**src/rtl/tacr_pkg.sv**
```systemverilog
// Constants and carrier types for the temperature alert configuration register bank.
// Assumes a byte-wide register port driven by the serial bus engine on the same clock.
// Operation
// - Write one bit1 clears packet-check fault
// - Write one bit0 clears parity fault
// - Error clear register acts only in I3C
// - Log bad checksum or write parity errors
// - Sensor disable bit stops conversions
// - Running conversion finishes before sensor halts
// - Global clear wipes event, temperature, error status
// - Error enable gates interrupt on logged errors
// - Error enable changes only by commands, reset
// - Direct writes never alter error enable
// - Bit3 enables critical-low interrupt
// - Bit2 enables critical-high interrupt
// - Bit1 enables low-temperature interrupt
// - Bit0 enables high-temperature interrupt
// - Result above high limit sets high flag
// - Read-only zero limit bits ignore writes
// - High limit low byte resets to 70h
// - Result above critical-high sets critical-high flag
// - Result below low limit sets critical-low flag
package tacr_pkg;

    localparam logic [7:0] TACR_ADDR_ERR_CLR  = 8'h14;
    localparam logic [7:0] TACR_ADDR_SENS_CFG = 8'h1A;
    localparam logic [7:0] TACR_ADDR_INT_CFG  = 8'h1B;
    localparam logic [7:0] TACR_ADDR_HLIM_LO  = 8'h1C;
    localparam logic [7:0] TACR_ADDR_HLIM_HI  = 8'h1D;
    localparam logic [7:0] TACR_ADDR_LLIM_LO  = 8'h1E;
    localparam logic [7:0] TACR_ADDR_LLIM_HI  = 8'h1F;
    localparam logic [7:0] TACR_ADDR_CHLIM_LO = 8'h20;
    localparam logic [7:0] TACR_ADDR_CHLIM_HI = 8'h21;
    localparam logic [7:0] TACR_ADDR_EVT_STS  = 8'h30;
    localparam logic [7:0] TACR_ADDR_TMP_STS  = 8'h33;
    localparam logic [7:0] TACR_ADDR_ERR_STS  = 8'h34;

    localparam logic [7:0] TACR_RST_SENS_CFG  = 8'h00;
    localparam logic [7:0] TACR_RST_INT_CFG   = 8'h00;
    localparam logic [7:0] TACR_RST_HLIM_LO   = 8'h70;
    localparam logic [7:0] TACR_RST_HLIM_HI   = 8'h03;
    localparam logic [7:0] TACR_RST_LLIM_LO   = 8'h00;
    localparam logic [7:0] TACR_RST_LLIM_HI   = 8'h00;
    localparam logic [7:0] TACR_RST_CHLIM_LO  = 8'h50;
    localparam logic [7:0] TACR_RST_CHLIM_HI  = 8'h05;

    // Writable masks of the limit bytes; the rest read as zero.
    localparam logic [7:0] TACR_MASK_LIM_LO   = 8'hFC;
    localparam logic [7:0] TACR_MASK_LIM_HI   = 8'h1F;
    // Writable bits of the interrupt configuration (bit 4 excluded).
    localparam logic [7:0] TACR_MASK_INT_CFG  = 8'h0F;

    localparam int TACR_BIT_PAR_CLR  = 0;
    localparam int TACR_BIT_PEC_CLR  = 1;
    localparam int TACR_BIT_SENS_DIS = 0;
    localparam int TACR_BIT_GCLR     = 7;
    localparam int TACR_BIT_ERR_EN   = 4;

    localparam int TACR_N_TEMP = 4;

    typedef struct packed {
        logic       wr;
        logic       rd;
        logic [7:0] addr;
        logic [7:0] wdata;
    } tacr_req_t;

    typedef struct packed {
        logic crit_low;
        logic crit_high;
        logic low;
        logic high;
    } tacr_temp_t;

    typedef struct packed {
        logic pec;
        logic par;
    } tacr_err_t;

    typedef enum logic [1:0] {
        TACR_IDLE = 2'b00,
        TACR_CONV = 2'b01,
        TACR_HALT = 2'b11
    } tacr_conv_t;

endpackage

```
**src/rtl/tacr_top.sv**
```systemverilog
// Alert and control register bank of the temperature sensor.
// Assumes the bus engine presents decoded byte accesses, command pulses and error pulses on CLK.
`timescale 1ns/1ps
module tacr_top (
    // Clock and reset.
    input  wire logic                 CLK,
    input  wire logic                 RESET,
    // Register access from the bus engine.
    input  wire tacr_pkg::tacr_req_t  REQ,
    output logic [7:0]                RDATA,
    // Bus mode and common commands.
    input  wire logic                 I3C_MODE,
    input  wire logic                 CMD_ENEC_ERR,
    input  wire logic                 CMD_DISEC_ERR,
    input  wire logic                 CMD_RSTDAA,
    input  wire logic                 BUS_RESET,
    // Error events from the bus engine.
    input  wire tacr_pkg::tacr_err_t  ERR_EVENT,
    // Conversion engine.
    output logic                      CONV_START,
    input  wire logic                 CONV_DONE,
    input  wire logic [15:0]          CONV_RESULT,
    output logic                      SENSOR_ACTIVE,
    // Alert.
    output logic                      IBI_REQ,
    output logic [7:0]                EVENT_STATUS
);
    logic [7:0]            sens_cfg_q;
    logic [3:0]            int_en_q;
    logic                  err_en_q;
    logic [7:0]            hlim_lo_q;
    logic [7:0]            hlim_hi_q;
    logic [7:0]            llim_lo_q;
    logic [7:0]            llim_hi_q;
    logic [7:0]            chlim_lo_q;
    logic [7:0]            chlim_hi_q;
    logic [3:0]            temp_q;
    logic [1:0]            err_q;
    logic [7:0]            evt_q;
    logic [7:0]            rdata_d;
    logic [7:0]            rdata_q;
    logic [3:0]            temp_set;
    logic [3:0]            temp_clr;
    logic [1:0]            err_set;
    logic [1:0]            err_clr;
    logic                  gclr;
    logic                  wr_err_clr;
    tacr_pkg::tacr_temp_t  hit;
    tacr_pkg::tacr_conv_t  conv_q;

    function automatic logic wr_at(input logic [7:0] a);
        wr_at = REQ.wr && (REQ.addr == a);
    endfunction

    // The request fields stand in the expressions so that a change of any of them re-evaluates the strobe.
    assign gclr       = REQ.wr && (REQ.addr == tacr_pkg::TACR_ADDR_INT_CFG)
                        && REQ.wdata[tacr_pkg::TACR_BIT_GCLR];
    assign wr_err_clr = REQ.wr && (REQ.addr == tacr_pkg::TACR_ADDR_ERR_CLR) && I3C_MODE;

    // Sensor configuration; only bit 0 is writable.
    always_ff @(posedge CLK) begin
        if (RESET) begin
            sens_cfg_q <= tacr_pkg::TACR_RST_SENS_CFG;
        end else if (wr_at(tacr_pkg::TACR_ADDR_SENS_CFG)) begin
            sens_cfg_q <= {7'h00, REQ.wdata[tacr_pkg::TACR_BIT_SENS_DIS]};
        end
    end

    // Temperature interrupt enables, bits 3 to 0.
    always_ff @(posedge CLK) begin
        if (RESET) begin
            int_en_q <= tacr_pkg::TACR_RST_INT_CFG[3:0];
        end else if (wr_at(tacr_pkg::TACR_ADDR_INT_CFG)) begin
            int_en_q <= REQ.wdata[3:0] & tacr_pkg::TACR_MASK_INT_CFG[3:0];
        end
    end

    // Error interrupt enable follows only the common commands and bus reset.
    always_ff @(posedge CLK) begin
        if (RESET || BUS_RESET || CMD_RSTDAA) begin
            err_en_q <= tacr_pkg::TACR_RST_INT_CFG[tacr_pkg::TACR_BIT_ERR_EN];
        end else if (CMD_ENEC_ERR) begin
            err_en_q <= 1'b1;
        end else if (CMD_DISEC_ERR) begin
            err_en_q <= 1'b0;
        end
    end

    // Limit bytes; masked bits never store a one.
    always_ff @(posedge CLK) begin
        if (RESET) begin
            hlim_lo_q  <= tacr_pkg::TACR_RST_HLIM_LO;
            hlim_hi_q  <= tacr_pkg::TACR_RST_HLIM_HI;
            llim_lo_q  <= tacr_pkg::TACR_RST_LLIM_LO;
            llim_hi_q  <= tacr_pkg::TACR_RST_LLIM_HI;
            chlim_lo_q <= tacr_pkg::TACR_RST_CHLIM_LO;
            chlim_hi_q <= tacr_pkg::TACR_RST_CHLIM_HI;
        end else if (REQ.wr) begin
            case (REQ.addr)
                tacr_pkg::TACR_ADDR_HLIM_LO: begin
                    hlim_lo_q <= REQ.wdata & tacr_pkg::TACR_MASK_LIM_LO;
                end
                tacr_pkg::TACR_ADDR_HLIM_HI: begin
                    hlim_hi_q <= REQ.wdata & tacr_pkg::TACR_MASK_LIM_HI;
                end
                tacr_pkg::TACR_ADDR_LLIM_LO: begin
                    llim_lo_q <= REQ.wdata & tacr_pkg::TACR_MASK_LIM_LO;
                end
                tacr_pkg::TACR_ADDR_LLIM_HI: begin
                    llim_hi_q <= REQ.wdata & tacr_pkg::TACR_MASK_LIM_HI;
                end
                tacr_pkg::TACR_ADDR_CHLIM_LO: begin
                    chlim_lo_q <= REQ.wdata & tacr_pkg::TACR_MASK_LIM_LO;
                end
                tacr_pkg::TACR_ADDR_CHLIM_HI: begin
                    chlim_hi_q <= REQ.wdata & tacr_pkg::TACR_MASK_LIM_HI;
                end
                default: begin
                end
            endcase
        end
    end

    // Conversion sequencer: a running conversion always completes.
    always_ff @(posedge CLK) begin
        if (RESET) begin
            conv_q <= tacr_pkg::TACR_IDLE;
        end else begin
            case (conv_q)
                tacr_pkg::TACR_IDLE: begin
                    conv_q <= sens_cfg_q[0] ? tacr_pkg::TACR_HALT : tacr_pkg::TACR_CONV;
                end
                tacr_pkg::TACR_CONV: begin
                    if (CONV_DONE) begin
                        conv_q <= sens_cfg_q[0] ? tacr_pkg::TACR_HALT : tacr_pkg::TACR_IDLE;
                    end
                end
                tacr_pkg::TACR_HALT: begin
                    if (!sens_cfg_q[0]) begin
                        conv_q <= tacr_pkg::TACR_IDLE;
                    end
                end
                default: begin
                    conv_q <= tacr_pkg::TACR_IDLE;
                end
            endcase
        end
    end

    assign CONV_START    = (conv_q == tacr_pkg::TACR_IDLE) && !sens_cfg_q[0];
    assign SENSOR_ACTIVE = (conv_q != tacr_pkg::TACR_HALT);

    tacr_cmp u_cmp (
        .result   (CONV_RESULT),
        .high_lim ({hlim_hi_q, hlim_lo_q}),
        .low_lim  ({llim_hi_q, llim_lo_q}),
        .crit_lim ({chlim_hi_q, chlim_lo_q}),
        .hit      (hit)
    );

    // Temperature flags are evaluated only at the end of a conversion; error flags on any error event.
    assign temp_set = (conv_q == tacr_pkg::TACR_CONV && CONV_DONE) ? hit : 4'h0;
    assign temp_clr = {4{gclr}};
    assign err_set  = {ERR_EVENT.pec, ERR_EVENT.par};
    assign err_clr  = {gclr || (wr_err_clr && REQ.wdata[tacr_pkg::TACR_BIT_PEC_CLR]),
                       gclr || (wr_err_clr && REQ.wdata[tacr_pkg::TACR_BIT_PAR_CLR])};

    tacr_sticky #(.W(4)) u_temp (
        .clk    (CLK),
        .rst    (RESET),
        .set    (temp_set),
        .clr    (temp_clr),
        .flag_q (temp_q)
    );

    tacr_sticky #(.W(2)) u_err (
        .clk    (CLK),
        .rst    (RESET),
        .set    (err_set),
        .clr    (err_clr),
        .flag_q (err_q)
    );

    // Event status collects pending interrupt sources; bit 0 temperature, bit 1 error.
    always_ff @(posedge CLK) begin
        if (RESET) begin
            evt_q <= 8'h00;
        end else begin
            evt_q[0] <= (evt_q[0] && !gclr) || |(temp_set & int_en_q);
            evt_q[1] <= (evt_q[1] && !gclr) || (|err_set && err_en_q);
            evt_q[7:2] <= 6'h00;
        end
    end

    assign IBI_REQ      = |(temp_q & int_en_q) || (|err_q && err_en_q);
    assign EVENT_STATUS = evt_q;

    // Read mux; command registers read as zero.
    always_comb begin
        rdata_d = 8'h00;
        case (REQ.addr)
            tacr_pkg::TACR_ADDR_SENS_CFG:  rdata_d = sens_cfg_q;
            tacr_pkg::TACR_ADDR_INT_CFG:   rdata_d = {3'h0, err_en_q, int_en_q};
            tacr_pkg::TACR_ADDR_HLIM_LO:   rdata_d = hlim_lo_q;
            tacr_pkg::TACR_ADDR_HLIM_HI:   rdata_d = hlim_hi_q;
            tacr_pkg::TACR_ADDR_LLIM_LO:   rdata_d = llim_lo_q;
            tacr_pkg::TACR_ADDR_LLIM_HI:   rdata_d = llim_hi_q;
            tacr_pkg::TACR_ADDR_CHLIM_LO:  rdata_d = chlim_lo_q;
            tacr_pkg::TACR_ADDR_CHLIM_HI:  rdata_d = chlim_hi_q;
            tacr_pkg::TACR_ADDR_EVT_STS:   rdata_d = evt_q;
            tacr_pkg::TACR_ADDR_TMP_STS:   rdata_d = {4'h0, temp_q};
            tacr_pkg::TACR_ADDR_ERR_STS:   rdata_d = {6'h00, err_q};
            default:                       rdata_d = 8'h00;
        endcase
    end

    always_ff @(posedge CLK) begin
        if (RESET) begin
            rdata_q <= 8'h00;
        end else if (REQ.rd) begin
            rdata_q <= rdata_d;
        end
    end

    assign RDATA = rdata_q;
endmodule

```
**src/rtl/tacr_cmp.sv**
```systemverilog
// Limit comparator: four threshold tests of a signed result.
// Assumes limits and result share one two's complement 16-bit format.
`timescale 1ns/1ps
module tacr_cmp (
    // Operands.
    input  wire logic [15:0]        result,
    input  wire logic [15:0]        high_lim,
    input  wire logic [15:0]        low_lim,
    input  wire logic [15:0]        crit_lim,
    // Tests.
    output tacr_pkg::tacr_temp_t    hit
);
    always_comb begin
        hit.high      = $signed(result) > $signed(high_lim);
        hit.crit_high = $signed(result) > $signed(crit_lim);
        hit.crit_low  = $signed(result) < $signed(low_lim);
        hit.low       = $signed(result) < $signed(low_lim);
    end
endmodule

```
**src/rtl/tacr_sticky.sv**
```systemverilog
// Sticky status bits (W of them): set pulses win over clear pulses.
// Assumes one-cycle set and clear pulses on the register clock.
`timescale 1ns/1ps
module tacr_sticky #(
    parameter int W = 4
) (
    // Clock and reset.
    input  wire logic         clk,
    input  wire logic         rst,
    // Events.
    input  wire logic [W-1:0] set,
    input  wire logic [W-1:0] clr,
    // State.
    output logic      [W-1:0] flag_q
);
    genvar i;
    generate
        for (i = 0; i < W; i++) begin : g_bit
            always_ff @(posedge clk) begin
                if (rst) begin
                    flag_q[i] <= 1'b0;
                end else if (set[i]) begin
                    flag_q[i] <= 1'b1;
                end else if (clr[i]) begin
                    flag_q[i] <= 1'b0;
                end
            end
        end
    endgenerate
endmodule

```
**config.mk**
```make
export PLATFORM = sky130hd
export DESIGN_NAME = tacr_top
export DESIGN_NICKNAME = d
export VERILOG_FILES = /design/src/rtl/tacr_pkg.sv /design/src/rtl/tacr_top.sv /design/src/rtl/tacr_cmp.sv /design/src/rtl/tacr_sticky.sv
export SDC_FILE = /design/constraint.sdc
export NUM_CORES = 1
export LEC_CHECK = 0
export BUFFER_PORTS_ARGS = -buffer_cell sky130_fd_sc_hd__buf_2
export CORE_MARGIN = 3
export CORE_UTILIZATION = 40
export CTS_CLUSTER_DIAMETER = 120
export DETAILED_ROUTE_END_ITERATION = 6
export GPL_TIMING_DRIVEN = 0
export MAX_ROUTING_LAYER = met4
export PLACE_DENSITY_LB_ADDON = 0.2
export SYNTH_ARGS = -nofsm -noshare
export SYNTH_HDL_FRONTEND = slang
export SYNTH_SLANG_ARGS = --single-unit
export TNS_END_PERCENT = 5
```
**constraint.sdc**
```tcl
create_clock -name CLK -period 1.53 [get_ports CLK]
set_input_delay 0.0765 -clock CLK [delete_from_list [all_inputs] [get_ports CLK]]
set_output_delay 0.0765 -clock CLK [all_outputs]
set_load 0.03 [all_outputs]
```
Word level (Yosys, flattened, before mapping). Cells that the tools add are included.

$lt $le $gt $ge: 3. Equality and inequality tests: 17. Muxes and demuxes: 18. Bitwise logic cells: 2. Reduce and logical (&&, ||, !) cells: 41.

Operators with widths (count): $pmux W8 S11 (1); $eq A8 B5 Y1 const B (7); $eq A8 B6 Y1 const B (5); $gt A16 B14 Y1 (2); $lt A16 B14 Y1 (1); $reduce_and A2 Y1 (7); $reduce_bool A2 Y1 (7); $logic_and A1 B1 Y1 (13); $mux W1 (11); $and A4 B4 Y4 (2); $mux W2 (4); $reduce_or A4 Y1 (2); $logic_or A1 B1 Y1 (7); $ne A2 B2 Y1 const B (3); $pmux W2 S3 (1); $mux W4 (1); $reduce_or A2 Y1 (2); $eq A2 B1 Y1 const B (1); $eq A2 B2 Y1 const B (1); $logic_not A1 Y1 (2); $logic_not A2 Y1 (1).

Bits in registers: 63. Input port bits: 44. Output and inout port bits: 19. Word-level logic and storage cells: 100.

Logic depth before layout (Yosys ltp).
Word-level depth: 7. Depth in mapped cells: 8. Mapped depth without buffers: 8.

Modules after synthesis. Synthesis repeated with hierarchy kept, for this count alone.

Cell total of the unflattened synthesis: 479. Area, all modules: 4017.6 um^2.

Modules (own cells, without submodules): tacr_top (instances 1, cells an instance 285, area each 2608.8 um^2, sequential area each 1021.0 um^2); tacr_cmp (instances 1, cells an instance 170, area each 1198.6 um^2, sequential area each 0.0 um^2); tacr_sticky (u_temp) (instances 1, cells an instance 16, area each 140.1 um^2, sequential area each 80.1 um^2); tacr_sticky (u_err) (instances 1, cells an instance 8, area each 70.1 um^2, sequential area each 40.0 um^2).

Worst setup path after synthesis. OpenSTA, ideal clock, no wires.

Path type: flip-flop to flip-flop. Start point: register llim_hi_q[1]. End point: register evt_q[0] (netlist: EVENT_STATUS[0]). Library setup time: 82 ps. Arrival time: 1602 ps. Data required time: 1448 ps. Path slack: -155 ps. Cell stages (with the launch flop): 9. Path through: dfxtp_1 inv_1 ha_1 a21o_1 a211oi_1 nor2_1 a2111oi_0 o21bai_1 o221ai_1.

Cells in the longest elaborated chain, start to end: 5.

Ends and longest elaborated chain: from (decl) (line tacr_top.sv:34) `logic [7:0] llim_hi_q;`; from (signal assigned) (line tacr_top.sv:95) `llim_hi_q <= tacr_pkg::TACR_RST_LLIM_HI;`; from (signal assigned) (line tacr_top.sv:110) `llim_hi_q <= REQ.wdata & tacr_pkg::TACR_MASK_LIM_HI;`; $lt A16 B14 Y1 (line tacr_cmp.sv:16, tacr_cmp.sv:17); $mux W4 (line tacr_top.sv:162) `assign temp_set = (conv_q == tacr_pkg::TACR_CONV && CONV_DONE) ? hit : 4'h0;`; $and A4 B4 Y4 (line tacr_top.sv:189) `evt_q[0] <= (evt_q[0] && !gclr) || |(temp_set & int_en_q);`; $reduce_or A4 Y1 (line tacr_top.sv:189); $logic_or A1 B1 Y1 (line tacr_top.sv:189); to (signal assigned) (line tacr_top.sv:189); to (decl) (line tacr_top.sv:39) `logic [7:0] evt_q;`.

Every way passes these cells. A chain may end at the register's enable or synchronous reset.

Worst setup path after layout.
Start point: register hlim_lo_q[7]. End point: register evt_q[0] (netlist: EVENT_STATUS[0]).

Cells in the longest elaborated chain, start to end: 5.

Ends and longest elaborated chain: from (decl) (line tacr_top.sv:31) `logic [7:0] hlim_lo_q;`; from (signal assigned) (line tacr_top.sv:92) `hlim_lo_q <= tacr_pkg::TACR_RST_HLIM_LO;`; from (signal assigned) (line tacr_top.sv:101) `hlim_lo_q <= REQ.wdata & tacr_pkg::TACR_MASK_LIM_LO;`; $gt A16 B14 Y1 (line tacr_cmp.sv:14) `hit.high = $signed(result) > $signed(high_lim);`; $mux W4 (line tacr_top.sv:162); $and A4 B4 Y4 (line tacr_top.sv:189); $reduce_or A4 Y1 (line tacr_top.sv:189); $logic_or A1 B1 Y1 (line tacr_top.sv:189).

Every way passes these cells.

==> flow_metrics.py <==
metrics = {
    "power_and_ir_drop": {
        "p_sw_mw": 0.828,
        "p_int_mw": 2.16,
        "power.share.sequential": 0.496,
        "swShare": 0.277,
        "powerDensity_nw_per_um2": 668,
        "combinationalPowerShare": 0.165,
        "pwr-share-clk": 0.339,
        "ir_worst_vdd_uv": 360,
        "p_leak_nw": 1.82,
    },
    "routing": {
        "drtIter0Drc": 160,
        "drt-wirelength-per-cell_um": 17.7,
        "dr_total_vias": 3446,
        "dr.pass1.iters": 5,
        "drcViolationCount": 0,
        "wl_um": 10800,
        "viasPerCell": 5.62,
        "final_antenna_net_count": 0,
    },
    "global_routing": {
        "grt_overflow": 0,
        "grt_max_degree": 19,
        "first_global_vias": 3280,
        "grt_pass1_wl_um": 17000,
        "antenna_found_initial": 0,
        "grt.total_usage": 0.222,
    },
    "logic_synthesis": {
        "synth_async_sr_flop_share": 0,
        "synthDistinctLibCells": 58,
        "syn-cell-area_sq_um": 3610,
        "postSynthAreaPerCell_sq_um": 8.43,
        "ys_seq_area_frac": 0.311,
        "ys_seq_elements": 56,
        "ys_warn_count": 0,
        "synth_edf_count": 0,
        "synthCells": 428,
        "synth_ff_type": "dfxtp_1",
    },
    "die": {
        "row_count": 34,
        "die_area_sq_um": 10200,
        "die_w_um": 101,
        "start_util": 0.412,
        "fp.dieH_um": 101,
        "boundaryPins": 63,
        "core_area_sq_um": 8760,
    },
    "sta": {
        "fin_crit_sh": 1.19,
        "fmax_mhz": 551,
        "period_minus_slack_ns": 1.81,
        "rsz0062_at_grt": "yes",
        "relSlewSlack": 0.519,
        "slew_violations": 0,
        "fin_skew_ns": 0.0133,
        "hold_viol": 0,
        "setup_viol": 26,
        "worstMarginPinSlew_ns": 0.721,
        "fin_ws_ns": -0.283,
    },
    "worst_setup_path": {
        "crit_cells": 7,
        "crit_chain": "inv_2 -> ha_4 -> nand4_1 -> o221a_2 -> o211ai_1 -> a32oi_1 -> o221ai_1",
        "path_buf_inv": 1,
        "critPathKind": "reg2reg",
        "worstPathMaxFanout": 3,
        "critical_path.max_stage_delay_ns": 0.37,
        "cp_top_family": "compound AO/OA/AOI/OAI gates",
        "crit_required_ns": 1.77,
        "end_kind": "flip-flop",
        "cp-start-kind": "flip-flop",
        "r2r_cells": 7,
        "crit_path_top_delay_cell": "dfxtp_2",
        "worstPathArrival_ns": 2.05,
    },
    "final_layout": {
        "drive_gt1_frac": 0.289,
        "layout_common_cells": "buf_2, nand2_1, nor2_1",
        "nFillCells": 862,
        "ff_latch_area_sq_um": 1140,
        "fin_cells": 613,
        "nets": 580,
        "area_growth_pct": 24.0,
        "diodes": 0,
        "final_common_cell": "buf_2",
        "design_area_sq_um": 4470,
        "multi_input_area_sq_um": 2380,
    },
    "cts": {
        "cts_buffers": 5,
        "clk_latency_ns": 0.32,
        "cts.clk_slew.worst_paths_ns": 0.11,
        "tritoncts": "done",
        "clock_path_buffers": 2,
        "clock-root-buffer": "clkbuf_8",
        "cts_max_level": 2,
        "numClockSinks": 56,
    },
    "min_path": {
        "min_path_type": "in2reg",
        "whs_path_depth": 3,
    },
    "run_status": {
        "violations": "negative setup slack",
        "status": "complete, but fails checks",
    },
    "placement": {
        "dp_hpwl_um": 8190,
        "place_congestion": 0.874,
        "placedCellCount": 594,
        "place_ws_ns": -0.657,
        "io_buffers": 53,
        "place_area_sq_um": 4030,
    },
    "flow_run": {
        "drv_cap": 0,
    },
}
## state kept, by name, indices dropped and copies added, names as in the netlist
signal	flops
llim_lo_q	6
hlim_hi_q	5
RDATA	8
u_temp.flag_q	3
EVENT_STATUS	2
err_en_q	1
int_en_q	4
chlim_lo_q	6
sens_cfg_q	1
hlim_lo_q	6
llim_hi_q	5
u_err.flag_q	2
chlim_hi_q	5
conv_q	2
## layer usage
metal,vias to the layer above,track usage,share of wire
li1,1668,-,-
met1,1626,0.291,0.44
met2,134,0.359,0.48
met3,18,0.0298,0.069
met4,0,0.0603,0.016
met5,-,-,0
## stage by stage
stage	setup TNS, ns	hold WS (ns)	util	total power, mW
3_3_place_gp	-16.28	0.239	0.460	1.93
5_1_grt	-4.03	0.0519	0.510	3.11
2_1_floorplan	-1.05	0.153	-	1.77
4_1_cts	-1.55	0.0523	0.501	2.98
3_5_place_dp	-17.14	0.239	0.460	1.94
6_report	-1.96	0.0594	0.510	2.99
## cell usage after synthesis (4+ instances only)
master    count  area share
nor2b_1       5      0.0087
a22o_1        7       0.017
a31oi_1       4      0.0069
o21ai_0      14       0.019
dfxtp_1      56        0.31
buf_6         4       0.012
a21o_1        4      0.0083
a211o_1       9       0.022
mux2i_1      28       0.078
a22oi_1       7       0.015
and3_1        6       0.010
nand3_1      17       0.024
nand4_1       5      0.0087
a211oi_1      4      0.0083
nor2_1       44       0.046
nand2_1      43       0.045
clkbuf_1      6      0.0062
nor3_1        4      0.0055
a21oi_1      27       0.037
buf_4         8       0.017
inv_1        37       0.038
ha_1         32        0.11
## worst register-to-register path: stages, from the launching register on
cell      delay (ns)
dfxtp_2         0.37
inv_2           0.05
ha_4            0.27
nand4_1         0.10
o221a_2         0.31
o211ai_1        0.30
a32oi_1         0.16
o221ai_1        0.19
## cell families (layout without fill, tap and decap cells)
kind of cell	count (synthesis)	count (layout)	synth area share
compound gates	97	97	0.183
fa+ha+maj	32	32	0.111
buf+inv	61	133	0.0891
flops	56	56	0.311
mux	29	29	0.0839
other cells	1	6	0.00104
simple gates	152	152	0.221
## worst paths after layout
check	slack, ns	end	startpoint
worst max register to register	-0.28	EVENT_STATUS[0]$_SDFF_PP0_	hlim_lo_q[7]$_SDFFE_PP0P_
worst min-delay path	0.06	RDATA[4]$_SDFFE_PP0P_	REQ[16]
worst min register to register	0.46	chlim_lo_q[3]$_SDFFE_PP0P_	chlim_lo_q[3]$_SDFFE_PP0P_
worst max-delay path	-0.28	EVENT_STATUS[0]$_SDFF_PP0_	hlim_lo_q[7]$_SDFFE_PP0P_
## area by class of cell
class,count,share of cell area
clock buffers,5,0.0154
clock inverters,3,0.0106
flip-flops and latches,56,0.256
multi-input cells,316,0.532
repair buffers,64,0.0817
inverters,37,0.0310
well taps,108,0.0302
plain buffers,24,0.0434
## power by group through the flow
stage / logic (mW) / registers, mW / clock network, mW
after floorplan: 0.254 / 1.51 / 0
final: 0.493 / 1.48 / 1.01
after global placement: 0.420 / 1.51 / 0
after detailed placement: 0.428 / 1.52 / 0
after global routing: 0.534 / 1.48 / 1.09
after CTS: 0.471 / 1.48 / 1.02
## timing repair
action,4_1_cts,5_1_grt
hold buffers,6,0
pin swaps,19,16
setup endpoints to repair,31,40
resized for setup,37,21
hold endpoints to repair,5,0
setup buffers,4,1
No activity file was read; power rests on OpenSTA's default activity.
